$ cat config.mk
export PLATFORM = sky130hd
export DESIGN_NAME = protection_element
export DESIGN_NICKNAME = d
export VERILOG_FILES = /design/src/logic/fpe_pkg.sv /design/src/logic/phase_channel.sv /design/src/logic/protection_element.sv
export VERILOG_INCLUDE_DIRS = /design/src /design/src/logic
export SDC_FILE = /design/constraint.sdc
export NUM_CORES = 1
export LEC_CHECK = 0
export ABC_AREA = 1
export BUFFER_PORTS_ARGS = -buffer_cell sky130_fd_sc_hd__buf_2
export CAP_MARGIN = 20
export CORE_ASPECT_RATIO = 1.75
export CORE_MARGIN = 1.5
export CORE_UTILIZATION = 33
export DETAILED_ROUTE_END_ITERATION = 6
export GPL_TIMING_DRIVEN = 0
export REMOVE_ABC_BUFFERS = 1
export SYNTH_ARGS = -nofsm -noshare
export SYNTH_HDL_FRONTEND = slang
export SYNTH_SLANG_ARGS = --single-unit
$ cat constraint.sdc
create_clock -name pclk -period 2.9 [get_ports pclk]
set_input_delay 0.145 -clock pclk [delete_from_list [all_inputs] [get_ports pclk]]
set_output_delay 0.145 -clock pclk [all_outputs]
set_load 0.01 [all_outputs]
$ cat src/logic/fpe_map.svh
// constants for the protection element: offsets, resets, timing
`ifndef FPE_MAP_SVH
`define FPE_MAP_SVH
// clock period and processing tick, in nanoseconds
`define FPE_CLK_NS       10
`define FPE_TICK_NS      1000000
// register byte offsets
`define FPE_ADDR_W       8
`define FPE_OFF_CTRL     8'h00
`define FPE_OFF_PU_DLY   8'h04
`define FPE_OFF_TRIP_DLY 8'h08
`define FPE_OFF_DO_DLY   8'h0C
`define FPE_OFF_HOLD     8'h10
`define FPE_OFF_STATUS   8'h14
// delay width in bits and reset values
`define FPE_DLY_W        16
`define FPE_CTRL_RST     11'h000
`define FPE_DLY_RST      16'h0000
`define FPE_HOLD_RST     16'h0000
`define FPE_NPH          3
`endif

$ cat src/logic/fpe_pkg.sv
// types shared by the protection element files
package fpe_pkg;
  typedef enum logic [1:0] {
    FM_OFF = 2'h0, FM_ON = 2'h1, FM_ALARM = 2'h2
  } func_mode_e;
  typedef enum logic [1:0] {
    PM_THREE = 2'h0, PM_SINGLE = 2'h1, PM_NOREF = 2'h2
  } phase_mode_e;
  typedef enum logic [2:0] {
    QS_CURRENT = 3'h0, QS_VOLTAGE = 3'h1, QS_POWER = 3'h2,
    QS_PFACTOR = 3'h3, QS_FREQ = 3'h4, QS_BINARY = 3'h5
  } quantity_e;
  typedef enum logic [3:0] {
    ST_IDLE = 4'b0001, ST_DELAY = 4'b0010,
    ST_PICKED = 4'b0100, ST_DROP = 4'b1000
  } chan_state_e;
  // control register layout, msb first
  typedef struct packed {
    logic        tag_block;
    logic        voltage_loss_block_enable;
    logic        under_dir;
    logic        rms_method_select;
    quantity_e   quantity_select;
    phase_mode_e phase_mode_select;
    func_mode_e  func_mode;
  } ctrl_s;
  // threshold results from the measurement stage
  typedef struct packed {
    logic [2:0] over_fund;
    logic [2:0] over_rms;
    logic       current_low;
    logic       above_bkr_min;
  } meas_s;
  // element delays in ticks
  typedef struct packed {
    logic [15:0] pickup;
    logic [15:0] trip;
    logic [15:0] dropout;
  } dly_s;
endpackage : fpe_pkg

$ cat src/logic/phase_channel.sv
// one phase of pickup, trip delay and dropout timing
`timescale 1ns/1ps
`include "fpe_map.svh"
module phase_channel (
  input  wire logic          pclk,
  input  wire logic          presetn,
  input  wire logic          tick,
  input  wire logic          clr,
  input  wire logic          viol,
  input  wire logic          trip_en,
  input  wire logic          dly_hold,
  input  wire logic          instant,
  input  wire logic          inhibit,
  input  wire fpe_pkg::dly_s dly,
  output logic               pickup,
  output logic               timeout,
  output logic               trip
);
  fpe_pkg::chan_state_e        state_ff, nxt_state;
  logic [`FPE_DLY_W-1:0]       cnt_ff, nxt_cnt, td_ff, nxt_td;
  logic                        to_ff, nxt_to, trip_ff;
  wire                         picked = (state_ff == fpe_pkg::ST_PICKED) ||
                                        (state_ff == fpe_pkg::ST_DROP);
  wire                         td_run = picked && trip_en && !dly_hold;
  wire                         td_done = td_run && (td_ff >= dly.trip);
  wire logic [`FPE_DLY_W-1:0]  cnt_inc = cnt_ff + `FPE_DLY_W'(1);

  // pickup and dropout sequence, stepped on the tick
  always_comb begin
    nxt_state = state_ff;
    nxt_cnt   = cnt_ff;
    case (state_ff)
      fpe_pkg::ST_IDLE: if (tick && viol) begin
        nxt_cnt   = `FPE_DLY_W'(1);
        nxt_state = (dly.pickup == '0) ? fpe_pkg::ST_PICKED
                                       : fpe_pkg::ST_DELAY;
      end
      fpe_pkg::ST_DELAY: if (tick) begin
        if (!viol) nxt_state = fpe_pkg::ST_IDLE;
        else if (cnt_ff >= dly.pickup) nxt_state = fpe_pkg::ST_PICKED;
        else nxt_cnt = cnt_inc;
      end
      fpe_pkg::ST_PICKED: if (tick && !viol) begin
        nxt_cnt   = `FPE_DLY_W'(1);
        nxt_state = (dly.dropout == '0) ? fpe_pkg::ST_IDLE
                                        : fpe_pkg::ST_DROP;
      end
      fpe_pkg::ST_DROP: if (tick) begin
        if (viol) nxt_state = fpe_pkg::ST_PICKED;
        else if (cnt_ff >= dly.dropout) nxt_state = fpe_pkg::ST_IDLE;
        else nxt_cnt = cnt_inc;
      end
      default: nxt_state = fpe_pkg::ST_IDLE;
    endcase
  end

  // trip delay keeps counting through dropout, held off by delay hold
  assign nxt_td = !td_run ? '0 :
                  (tick && !td_done) ? td_ff + `FPE_DLY_W'(1) : td_ff;
  // timeout only when violation present at expiry
  assign nxt_to = picked && (to_ff || (tick && td_done && viol));

  always_ff @(posedge pclk or negedge presetn) begin
    if (!presetn) begin
      state_ff <= fpe_pkg::ST_IDLE;
      cnt_ff   <= '0;
      td_ff    <= '0;
      to_ff    <= 1'b0;
      trip_ff  <= 1'b0;
    end else if (clr) begin
      state_ff <= fpe_pkg::ST_IDLE;
      cnt_ff   <= '0;
      td_ff    <= '0;
      to_ff    <= 1'b0;
      trip_ff  <= 1'b0;
    end else begin
      state_ff <= nxt_state;
      cnt_ff   <= nxt_cnt;
      td_ff    <= nxt_td;
      to_ff    <= nxt_to;
      trip_ff  <= nxt_to && trip_en && !inhibit ||
                  picked && trip_en && instant && !inhibit;
    end
  end

  assign pickup  = picked;
  assign timeout = to_ff;
  assign trip    = trip_ff;

  AST_ALARM_NO_TRIP: assert property (@(posedge pclk) disable iff (!presetn)
    !trip_en |=> !trip)
    else $error("trip raised without trip enable");
  AST_INHIBIT_TRIP: assert property (@(posedge pclk) disable iff (!presetn)
    inhibit && $stable(inhibit) |=> !trip)
    else $error("trip raised while inhibited");
endmodule : phase_channel

$ cat src/logic/protection_element.sv
// The APB interface to the registers and the placing of the registers are this design's own decisions.
`timescale 1ns/1ps
`include "fpe_map.svh"
module protection_element #(
  parameter int TICK_CYCLES = `FPE_TICK_NS / `FPE_CLK_NS,
  parameter int DLY_W       = `FPE_DLY_W
) (
  input  wire logic                   pclk,
  input  wire logic                   presetn,
  // apb slave
  input  wire logic                   psel,
  input  wire logic                   penable,
  input  wire logic                   pwrite,
  input  wire logic [31:0]            paddr,
  input  wire logic [31:0]            pwdata,
  output logic [31:0]                 prdata,
  output logic                        pready,
  output logic                        pslverr,
  // measurement stage, same clock
  input  wire fpe_pkg::meas_s         meas,
  input  wire logic                   fuse_failure_flag,
  input  wire logic                   settings_invalid_in,
  input  wire logic                   other_pickup_in,
  input  wire logic                   other_trip_in,
  // binary inputs from pins
  input  wire logic                   block_in,
  input  wire logic                   delay_hold_in,
  input  wire logic                   instant_in,
  input  wire logic                   trip_inhibit_in,
  input  wire logic [`FPE_NPH-1:0]    phase_trip_inhibit,
  input  wire logic                   direct_trip_in,
  input  wire logic                   feeder_transformer_fail_in,
  input  wire logic                   bus_transformer_fail_in,
  // indications
  output logic [`FPE_NPH-1:0]         pickup_phase,
  output logic                        pickup,
  output logic                        timeout,
  output logic                        trip,
  output logic [`FPE_NPH-1:0]         trip_phase,
  output logic                        general_pickup,
  output logic                        general_trip,
  output logic                        bf_start,
  output logic                        bf_active,
  output logic                        invalid_settings
);
  localparam int NPIN = 7 + `FPE_NPH;
  localparam int TW   = $clog2(TICK_CYCLES + 1);

  // two-stage synchroniser for the binary inputs
  logic [NPIN-1:0] pin_meta_ff, pin_sync_ff;
  wire  [NPIN-1:0] pin_raw = {block_in, delay_hold_in, instant_in,
                              trip_inhibit_in, phase_trip_inhibit,
                              direct_trip_in, feeder_transformer_fail_in,
                              bus_transformer_fail_in};
  always_ff @(posedge pclk or negedge presetn) begin
    if (!presetn) begin
      pin_meta_ff <= '0;
      pin_sync_ff <= '0;
    end else begin
      pin_meta_ff <= pin_raw;
      pin_sync_ff <= pin_meta_ff;
    end
  end
  wire              blk_s      = pin_sync_ff[NPIN-1];
  wire              hold_s     = pin_sync_ff[NPIN-2];
  wire              inst_s     = pin_sync_ff[NPIN-3];
  wire              inh_s      = pin_sync_ff[NPIN-4];
  wire [`FPE_NPH-1:0] ph_inh_s = pin_sync_ff[NPIN-5 -: `FPE_NPH];
  wire              dtrip_s    = pin_sync_ff[2];
  wire              feed_s     = pin_sync_ff[1];
  wire              bus_s      = pin_sync_ff[0];

  // processing tick divider
  logic [TW-1:0] tick_cnt_ff;
  logic          tick_ff;
  always_ff @(posedge pclk or negedge presetn) begin
    if (!presetn) begin
      tick_cnt_ff <= '0;
      tick_ff     <= 1'b0;
    end else begin
      tick_ff     <= (tick_cnt_ff == TW'(TICK_CYCLES - 1));
      tick_cnt_ff <= (tick_cnt_ff == TW'(TICK_CYCLES - 1)) ? '0
                     : tick_cnt_ff + TW'(1);
    end
  end

  // registers
  fpe_pkg::ctrl_s    ctrl_ff;
  logic [DLY_W-1:0]  pu_dly_ff, trip_dly_ff, do_dly_ff, hold_dly_ff;
  logic [31:0]       prdata_ff;
  wire [`FPE_ADDR_W-1:0] addr = paddr[`FPE_ADDR_W-1:0];
  wire sel_ctrl = (addr == `FPE_OFF_CTRL);
  wire sel_pu   = (addr == `FPE_OFF_PU_DLY);
  wire sel_td   = (addr == `FPE_OFF_TRIP_DLY);
  wire sel_do   = (addr == `FPE_OFF_DO_DLY);
  wire sel_hold = (addr == `FPE_OFF_HOLD);
  wire sel_st   = (addr == `FPE_OFF_STATUS);
  wire mapped   = (paddr[31:`FPE_ADDR_W] == '0) &&
                  (sel_ctrl | sel_pu | sel_td | sel_do | sel_hold | sel_st);
  wire wr_en    = psel && penable && pwrite && mapped;
  wire setup_rd = psel && !penable && !pwrite;

  // zero wait state; unmapped addresses answer with an error
  assign pready  = 1'b1;
  assign pslverr = psel && penable && !mapped;

  always_ff @(posedge pclk or negedge presetn) begin
    if (!presetn) begin
      ctrl_ff     <= fpe_pkg::ctrl_s'(`FPE_CTRL_RST);
      pu_dly_ff   <= DLY_W'(`FPE_DLY_RST);
      trip_dly_ff <= DLY_W'(`FPE_DLY_RST);
      do_dly_ff   <= DLY_W'(`FPE_DLY_RST);
      hold_dly_ff <= DLY_W'(`FPE_HOLD_RST);
    end else if (wr_en) begin
      if (sel_ctrl) ctrl_ff <= fpe_pkg::ctrl_s'(pwdata[$bits(fpe_pkg::ctrl_s)-1:0]);
      if (sel_pu)   pu_dly_ff   <= pwdata[DLY_W-1:0];
      if (sel_td)   trip_dly_ff <= pwdata[DLY_W-1:0];
      if (sel_do)   do_dly_ff   <= pwdata[DLY_W-1:0];
      if (sel_hold) hold_dly_ff <= pwdata[DLY_W-1:0];
    end
  end

  // element state visible to software
  logic [31:0] status_word, rd_mux;
  assign status_word = 32'({invalid_settings, trip, timeout, pickup,
                            pickup_phase});
  assign rd_mux = sel_ctrl ? 32'(ctrl_ff)     :
                  sel_pu   ? 32'(pu_dly_ff)   :
                  sel_td   ? 32'(trip_dly_ff) :
                  sel_do   ? 32'(do_dly_ff)   :
                  sel_hold ? 32'(hold_dly_ff) :
                  sel_st   ? status_word      : 32'h0000_0000;
  always_ff @(posedge pclk or negedge presetn) begin
    if (!presetn) prdata_ff <= 32'h0000_0000;
    else if (setup_rd) prdata_ff <= mapped ? rd_mux : 32'h0000_0000;
  end
  assign prdata = prdata_ff;

  // quantity class decoding, each function used once
  function automatic logic is_volt(input fpe_pkg::quantity_e q);
    is_volt = (q == fpe_pkg::QS_VOLTAGE);
  endfunction : is_volt
  function automatic logic is_power(input fpe_pkg::quantity_e q);
    is_power = (q == fpe_pkg::QS_POWER) || (q == fpe_pkg::QS_PFACTOR);
  endfunction : is_power

  // blocking conditions that clear the element
  wire q_volt   = is_volt(ctrl_ff.quantity_select);
  wire q_power  = is_power(ctrl_ff.quantity_select);
  wire q_cv     = q_volt || (ctrl_ff.quantity_select == fpe_pkg::QS_CURRENT);
  wire vloss    = fuse_failure_flag || feed_s || bus_s;
  wire vloss_blk = q_volt && ctrl_ff.voltage_loss_block_enable && vloss;
  wire pwr_blk  = q_power && meas.current_low;
  wire clr      = blk_s || ctrl_ff.tag_block ||
                  ctrl_ff.func_mode == fpe_pkg::FM_OFF ||
                  settings_invalid_in ||
                  vloss_blk || pwr_blk;
  wire trip_en  = (ctrl_ff.func_mode == fpe_pkg::FM_ON);
  wire three_ph = (ctrl_ff.phase_mode_select == fpe_pkg::PM_THREE);

  // threshold results: method, direction and external trip
  wire [`FPE_NPH-1:0] over = (q_cv && ctrl_ff.rms_method_select)
                             ? meas.over_rms : meas.over_fund;
  wire [`FPE_NPH-1:0] dir_viol = ctrl_ff.under_dir ? ~over : over;
  wire binary_q = (ctrl_ff.quantity_select == fpe_pkg::QS_BINARY);
  wire [`FPE_NPH-1:0] viol = (binary_q ? '0 : dir_viol) |
                             {`FPE_NPH{dtrip_s}};

  // one channel per phase; only the first runs outside three-phase mode
  fpe_pkg::dly_s dly;
  assign dly = '{pickup: 16'(pu_dly_ff), trip: 16'(trip_dly_ff),
                 dropout: 16'(do_dly_ff)};
  logic [`FPE_NPH-1:0] ch_pu, ch_to, ch_trip;
  genvar g;
  generate
    for (g = 0; g < `FPE_NPH; g++) begin : g_ph
      phase_channel u_ch (
        .pclk     (pclk),
        .presetn  (presetn),
        .tick     (tick_ff),
        .clr      (clr || (g != 0 && !three_ph)),
        .viol     (viol[g]),
        .trip_en  (trip_en),
        .dly_hold (hold_s),
        .instant  (inst_s),
        .inhibit  (inh_s || ph_inh_s[g]),
        .dly      (dly),
        .pickup   (ch_pu[g]),
        .timeout  (ch_to[g]),
        .trip     (ch_trip[g])
      );
    end
  endgenerate

  // minimum trip hold after the element trip falls
  logic [DLY_W-1:0] hold_cnt_ff, nxt_hold_cnt;
  wire elem_trip = |ch_trip;
  assign nxt_hold_cnt = elem_trip ? hold_dly_ff :
                        (tick_ff && hold_cnt_ff != '0) ?
                        hold_cnt_ff - DLY_W'(1) : hold_cnt_ff;
  wire nxt_trip = elem_trip || (hold_cnt_ff != '0);

  // registered indications
  always_ff @(posedge pclk or negedge presetn) begin
    if (!presetn) begin
      hold_cnt_ff      <= '0;
      pickup_phase     <= '0;
      pickup           <= 1'b0;
      timeout          <= 1'b0;
      trip             <= 1'b0;
      trip_phase       <= '0;
      general_pickup   <= 1'b0;
      general_trip     <= 1'b0;
      bf_start         <= 1'b0;
      bf_active        <= 1'b0;
      invalid_settings <= 1'b0;
    end else begin
      hold_cnt_ff      <= clr ? '0 : nxt_hold_cnt;
      pickup_phase     <= three_ph ? ch_pu : '0;
      pickup           <= |ch_pu;
      timeout          <= |ch_to;
      trip             <= !clr && nxt_trip;
      trip_phase       <= three_ph ? ch_trip : '0;
      general_pickup   <= |ch_pu || other_pickup_in;
      general_trip     <= (!clr && nxt_trip) || other_trip_in;
      bf_start         <= elem_trip;
      bf_active        <= elem_trip && meas.above_bkr_min;
      invalid_settings <= settings_invalid_in;
    end
  end

  AST_BLOCK_CLEARS: assert property (@(posedge pclk) disable iff (!presetn)
    blk_s |=> ##1 !pickup && !trip && !timeout)
    else $error("block did not clear indications");
  AST_VLOSS_BLOCK: assert property (@(posedge pclk) disable iff (!presetn)
    vloss_blk |=> ##1 !pickup)
    else $error("voltage loss did not block");
  AST_POWER_LOW: assert property (@(posedge pclk) disable iff (!presetn)
    pwr_blk |=> ##1 pickup_phase == '0 && !pickup)
    else $error("power element not blocked at low current");
  AST_SINGLE_NO_PHASE: assert property (@(posedge pclk) disable iff (!presetn)
    !three_ph |=> pickup_phase == '0)
    else $error("phase indication outside three-phase mode");
  AST_ALARM_ONLY: assert property (@(posedge pclk) disable iff (!presetn)
    ctrl_ff.func_mode == fpe_pkg::FM_ALARM && $stable(ctrl_ff)
    && hold_cnt_ff == '0 |=> ##1 !bf_start)
    else $error("breaker failure started in alarm mode");
  AST_GENERAL_OR: assert property (@(posedge pclk) disable iff (!presetn)
    $rose(pickup) |-> general_pickup)
    else $error("pickup missing from general pickup");
  AST_TRIP_HOLD: assert property (@(posedge pclk) disable iff (!presetn)
    $fell(elem_trip) && hold_dly_ff != '0 && !clr |=> trip[*2])
    else $error("trip not held after dropout");
  AST_INVALID: assert property (@(posedge pclk) disable iff (!presetn)
    settings_invalid_in |=> invalid_settings ##1 !pickup)
    else $error("invalid settings not reported");
  AST_TICK_PERIOD: assert property (@(posedge pclk) disable iff (!presetn)
    tick_ff |=> !tick_ff)
    else $error("tick longer than one cycle");
endmodule : protection_element

Yosys cells after proc, flatten, opt, wreduce, memory -nomap -nowiden
Cells that the tools add are included.
W data, S select, Z words.
{"block": "op_classes", "add_sub_neg": 8, "mul": 0, "div": 0, "order_cmp": 9, "eq_ne": 56, "shift": 0, "mux": 93, "n_bitwise": 7, "reduce_logical": 119}
{"op": "$mux W16", "count": 45}
{"op": "$pmux W16 S4", "count": 3}
{"op": "$ge A16 B16 Y1", "count": 9}
{"op": "$mux W4", "count": 28}
{"op": "$add A16 B1 Y16 const B", "count": 6}
{"op": "$logic_and A1 B1 Y1", "count": 53}
{"op": "$ne A3 B3 Y1 const B", "count": 16}
{"op": "$pmux W4 S4", "count": 3}
{"op": "$logic_not A16 Y1", "count": 2}
{"op": "$ne A3 B2 Y1 const B", "count": 10}
{"op": "$reduce_and A9 Y1", "count": 3}
{"op": "$logic_or A1 B1 Y1", "count": 25}
{"op": "$logic_not A24 Y1", "count": 1}
{"op": "$mux W3", "count": 6}
{"op": "$reduce_and A6 Y1", "count": 3}
{"op": "$add A17 B1 Y17 const B", "count": 1}
{"op": "$eq A17 B17 Y1 const B", "count": 1}
{"op": "$mux W17", "count": 1}
{"op": "$eq A8 B4 Y1 const B", "count": 2}
{"op": "$eq A8 B5 Y1 const B", "count": 2}
{"op": "$reduce_bool A16 Y1", "count": 1}
{"op": "$sub A16 B1 Y16 const B", "count": 1}
{"op": "$logic_not A1 Y1", "count": 15}
{"op": "$reduce_bool A5 Y1", "count": 3}
{"op": "24 further kinds", "count": 52}
{"block": "word_totals", "ff_bits": 289, "latch_bits": 0, "mem_bits_rw": 0, "mem_bits_ro": 0, "input_bits": 91, "word_cells": 334, "mem_count": 0}

Logic depth before layout (Yosys ltp)
{"block": "depth", "depth_word": 15, "depth_mapped": 18, "mapped_depth_nobuf": 17}

Cells and area by module
A second synthesis with hierarchy kept.
{"block": "unflattened", "cells_unflattened": 2671, "hier_area_um2": 19328.5}
{"mod": "phase_channel", "instances": 3, "cells_each": 581, "area_per_inst_um2": 3902.5, "seq_area_each_um2": 952.2}
{"mod": "protection_element", "instances": 1, "cells_each": 928, "area_per_inst_um2": 7621.1, "seq_area_each_um2": 3978.8}

Least setup slack after synthesis
OpenSTA, ideal clock, no wires.
{"block": "synth_timing", "path_kind": "register to register", "from": "reg do_dly_ff[1]", "to": "reg g_ph[1].u_ch.cnt_ff[10]", "setup_time_ns": 0.066, "t_arrival_ns": 1.949, "required_time_ns": 2.834, "setup_slack_ns": 0.885, "stages_incl_launch_ff": 15, "period_less_slack_ns": 2.015, "cell_sequence": "dfrtp_1 -> inv_1 -> ha_1 -> inv_1 -> nor2_1 -> o21ai_0 -> nand2_1 -> nand2_1 -> nand2_1 -> nand2_1 -> nand2_1 -> o21ai_2 -> clkbuf_1 -> nand4_1 -> nand2_1"}
{"block": "synth_via", "elab_chain_cells": 3}
{"item": "start: declaration", "line": "protection_element.sv:89", "rtl": "logic [DLY_W-1:0] pu_dly_ff, trip_dly_ff, do_dly_ff, hold_dly_ff;"}
{"item": "start signal: assignment", "line": "protection_element.sv:112", "rtl": "do_dly_ff <= DLY_W'(`FPE_DLY_RST);"}
{"item": "start signal: assignment", "line": "protection_element.sv:118", "rtl": "if (sel_do) do_dly_ff <= pwdata[DLY_W-1:0];"}
{"item": "$ge A16 B16 Y1", "line": "phase_channel.sv:50", "rtl": "else if (cnt_ff >= dly.dropout) nxt_state = fpe_pkg::ST_IDLE;"}
{"item": "$ne A3 B2 Y1 (no line)"}
{"item": "$reduce_and A9 Y1 (no line)"}
{"item": "end signal: assignment", "line": "phase_channel.sv:78", "rtl": "cnt_ff <= nxt_cnt;"}
{"item": "end: declaration", "line": "phase_channel.sv:20", "rtl": "logic [`FPE_DLY_W-1:0] cnt_ff, nxt_cnt, td_ff, nxt_td;"}
No other way between the ends.
A chain may end at the register's enable or synchronous reset.

Worst setup path in the final report
{"block": "layout_timing", "from": "reg ctrl_ff[5] in the netlist's numbering", "to": "reg g_ph[1].u_ch.cnt_ff[0]"}
{"block": "layout_via", "elab_chain_cells": 12, "elab_cells_between_ends": 33, "classes_between": "eq/ne: 12; mux: 4; bitwise: 2; reduce/logical: 15"}
{"item": "start: declaration", "line": "protection_element.sv:88", "rtl": "fpe_pkg::ctrl_s ctrl_ff;"}
{"item": "start signal: assignment", "line": "protection_element.sv:109", "rtl": "ctrl_ff <= fpe_pkg::ctrl_s'(`FPE_CTRL_RST);"}
{"item": "start signal: assignment", "line": "protection_element.sv:115", "rtl": "if (sel_ctrl) ctrl_ff <= fpe_pkg::ctrl_s'(pwdata[$bits(fpe_pkg::ctrl_s)-1:0]);"}
{"item": "$eq A3 B1 Y1 or $logic_not A3 Y1 (tied branches)", "line": "protection_element.sv:141, protection_element.sv:150"}
{"item": "$logic_or A1 B1 Y1", "line": "protection_element.sv:150", "rtl": "wire q_cv = q_volt || (ctrl_ff.quantity_select == fpe_pkg::QS_CURRENT);"}
{"item": "$logic_and A1 B1 Y1", "line": "protection_element.sv:162", "rtl": "wire [`FPE_NPH-1:0] over = (q_cv && ctrl_ff.rms_method_select)"}
{"item": "$mux W3", "line": "protection_element.sv:163", "rtl": "? meas.over_rms : meas.over_fund;"}
{"item": "$not A3 Y3", "line": "protection_element.sv:164", "rtl": "wire [`FPE_NPH-1:0] dir_viol = ctrl_ff.under_dir ? ~over : over;"}
{"item": "$mux W3", "line": "protection_element.sv:164"}
{"item": "$mux W3", "line": "protection_element.sv:166", "rtl": "wire [`FPE_NPH-1:0] viol = (binary_q ? '0 : dir_viol) |"}
{"item": "$or A3 B3 Y3", "line": "protection_element.sv:166"}
{"item": "$logic_not A1 Y1"}
{"item": "$logic_and A1 B1 Y1", "line": "phase_channel.sv:43", "rtl": "fpe_pkg::ST_PICKED: if (tick && !viol) begin"}
{"item": "$ne A3 B2 Y1 (no line)"}
{"item": "$reduce_and A9 Y1 (no line)"}
Several ways; a longest one is shown, not always the timed one.

==> key figures <==
GRT
  • GRT Residual Overflow: 0
  • First-pass GRT wire length: 89610 um
  • Antenna violations before repair: 0
  • Vias in the first global route: 16.74k
  • Gr usage total: 20.04%
  • Pin count of the biggest net entering global routing: 106

Synthesis
  • Commonest cells post-synth: nand2_1 (620), inv_1 (304), dfrtp_1 (270)
  • Synth Cell Area: 0.01809 sq mm
  • Netlist cell types: 55
  • FFs w/ async S/R, synth: 100.0%
  • Mean Syn Cell Area: 7.362 sq um
  • Register area share after synthesis: 37.77%
  • Synth area leaders: dfrtp_1 (37%), nand2_1 (13%), ha_1 (11%)
  • Gate Count Post-Synth: 2458
  • Most common cell in the netlist: nand2_1
  • Number of synthesized flops with an enable pin: 0
  • Yosys top cell by area: dfrtp_1
  • Main synth FF type: dfrtp_1
  • Share of the synthesized area in the top cell type: 37.34%
  • Flops & latches, synth: 273
  • Syn. warnings: 0

Floorplanning
  • IO Pins: 139
  • Core box area: 0.05429 sq mm
  • Initial core utilization: 33.33%
  • FP Rows: 113
  • Full die area: 0.05630 sq mm
  • Die Span Y: 312.8 um
  • Die W: 180.0 um

STA
  • Post-route minimum period: 2769 ps
  • Final setup violation count: 0
  • Max Transition Viols Final: 0
  • Post-route worst setup slack: 130.7 ps
  • Max transition margin: 34.27%
  • Worst-Margin Slew: 980.6 ps
  • Fmax achieved: 361.1 MHz
  • Period Utilization, post-route: 95.49%
  • Hold Fails Final Rpt: 0
  • Clock skew: 33.65 ps
  • RSZ-0062 raised after global routing: yes

Outcome
  • Failing checks: design-rule violations
  • Status: complete, but fails checks

Cells and area
  • Final core utilization: 38.13%
  • Nets: 2834
  • Fillers: 5683
  • Final instance area: 0.02070 sq mm
  • Area Overhead vs Synth: 14.40%
  • Finished Layout Cells: 3305
  • Share of cells above drive strength 1: 9.453%

Clocking
  • Clk sinks: 273
  • Clock latency on the worst-skew pair: 600 ps
  • Reg clk slew, reported paths: 70 ps
  • Root Driver: clkbuf_16
  • H-tree levels: 1
  • Clock Tree Buf Depth: 3
  • CTS tree: done
  • TritonCTS buffer count: 28

Routing
  • DRC: 6
  • 1st-iter DRT viols: 1043
  • DR WL/cell: 17.38 um
  • DRT Pass-1 Iters: 7
  • Final wirelength: 57430 um
  • Post-DRT Antenna Nets: 0
  • Vias: 17.04k
  • Drt via density: 5.157

Placed design
  • Dpl hpwl: 43510 um
  • I/O Buffers: 105
  • Area after DPL: 0.01928 sq mm
  • GPL Wtd Cong: 0.9119
  • Placed insts: 3207
  • Post-Place Setup Slack: -432.9 ps

Min path
  • Worst Hold Class: in2reg
  • Worst hold start: paddr[30]
  • End of the worst hold path: prdata[15]$_DFFE_PN0P_
  • WHS Path Cells: 6

Pwr
  • Pleak: 0.01067 uW
  • Worst vdd ir: 0.0003808 V
  • Cell Pwr Density: 380.5 mW/mm^2

Setup path
  • Crit path arrival time: 3230 ps
  • Reg-to-Reg Start: ctrl_ff[5]$_DFFE_PN0P_
  • WP data required: 3360 ps
  • CP Launch Type: flop
  • RR Endpoint: g_ph[1].u_ch.cnt_ff[0]$_DFFE_PN0P_
  • CP Max Fanout: 17
  • WS Path Type: reg2reg
  • Setup slack, reg-to-reg: 130 ps
  • CP Capture Type: flop
  • Worst R2R Path Depth: 11

Run
  • Max-Cap Viols: 0
-- flip-flops by register name, summed over array words and instances, names as in the netlist, 3 cells and up --
signal	count
g_ph.u_ch.cnt_ff	48
g_ph.u_ch.td_ff	48
tick_cnt_ff	17
do_dly_ff	16
hold_cnt_ff	16
hold_dly_ff	16
prdata	16
pu_dly_ff	16
trip_dly_ff	16
g_ph.u_ch.state_ff	12
ctrl_ff	11
pin_meta_ff	10
pin_sync_ff	10
g_ph.u_ch.timeout	3
g_ph.u_ch.trip	3
pickup_phase	3
trip_phase	3
-- worst max path at each step --
stage               slack [ps]                                  end                   startpoint  cells after the start
floorplan                  270               general_trip$_DFF_PN0_  g_ph[1].u_ch.trip$_DFF_PN0_                      5
global placement         -3520  g_ph[2].u_ch.cnt_ff[13]$_DFFE_PN0P_                      presetn                      1
detailed placement        -430   g_ph[0].u_ch.cnt_ff[6]$_DFFE_PN0P_       ctrl_ff[5]$_DFFE_PN0P_                     10
CTS                         10   g_ph[1].u_ch.cnt_ff[0]$_DFFE_PN0P_     do_dly_ff[1]$_DFFE_PN0P_                     14
global route               -20   g_ph[1].u_ch.cnt_ff[9]$_DFFE_PN0P_       ctrl_ff[5]$_DFFE_PN0P_                     11
finish                     130   g_ph[1].u_ch.cnt_ff[0]$_DFFE_PN0P_       ctrl_ff[5]$_DFFE_PN0P_                     11
-- report_power, final --
part	switching [uW]	internal [uW]
clock network	1710	2060
logic	188	94.1
registers	4.87	3820
-- per-stage QoR --
stage / power (uW) / hold WS (ps) / setup TNS [ps]
6_report: 7876 / 15.12 / 0
4_1_cts: 7975 / 5.124 / 0
3_3_place_gp: 4135 / 255.4 / -1005950
2_1_floorplan: 3958 / -150.6 / 0
5_1_grt: 8153 / 58.86 / -16.68
3_5_place_dp: 4149 / 255.3 / -18040
-- critical path: stages, from the launching register on --
cell,delay [ps]
dfrtp_1,420
nor2_4,270
nand3b_1,220
buf_4,200
nand3_4,200
inv_2,190
nand3_2,110
nand3_2,100
nor2_4,400
nand3_4,290
nand2_1,140
nand2_1,60
-- cells by family (layout without fill, tap and decap cells) --
kind of cell,count (synthesis),count (layout),synth area share [%]
and+or+nand+nor,1243,1244,30.30
buffers and inverters,383,522,8.740
AOI/OAI and AO/OA,378,378,11.32
DFF,273,273,37.77
adders and majority gates,152,152,10.51
xor gates and xnor gates,26,26,1.258
other,2,19,0.04150
muxes,1,1,0.05532
-- timing repair --
action | CTS | global route
setup endpoints to repair | 78 | 41
buffers inserted | 0 | 8
hold endpoints to repair | 192 | 0
hold buffers | 35 | 0
cloned | 0 | 1
pin swaps | 0 | 4
resized for setup | 5 | 6
-- per-layer routing --
| layer | vias up | GRT usage [%] | share of wire, % |
|---|---|---|---|
| met3 | 179 | 2.300 | 4.5 |
| met1 | 8025 | 21.67 | 38 |
| met2 | 511 | 36.92 | 51 |
| met5 | - | 0 | 0 |
| li1 | 8328 | - | - |
| met4 | 0 | 13.03 | 7.1 |
-- layout by cell type (no fill, tap or decap), drive strengths merged, types with 4 or more instances in the layout --
master / count
nor3: 58
o211ai: 10
inv: 313
nand3b: 5
a21oi: 144
buf: 120
or2: 8
nor4: 10
nand4: 68
nor2: 273
o21ai: 170
o21bai: 9
a31o: 5
o21a: 6
clkinv: 15
ha: 152
conb: 17
nor3b: 6
xor2: 23
and3: 4
nand3: 176
dfrtp: 270
o22ai: 18
nand2: 631
clkinvlp: 4
dlygate4sd3: 35
clkbuf: 33
-- final cells by class --
type / instances / area (sq um) / share of cell area (%)
multi-input cells: 1818 / 9803 / 47.36
repair buffers: 155 / 1065 / 5.144
diodes: 2 / 5.005 / 0.02418
flip-flops and latches: 273 / 6837 / 33.03
well taps: 690 / 863.3 / 4.170
clock inverters: 19 / 195.2 / 0.9429
inverters: 315 / 1184 / 5.718
clock buffers: 33 / 749.5 / 3.620
Note: power is estimated with default switching activity, not from simulation.
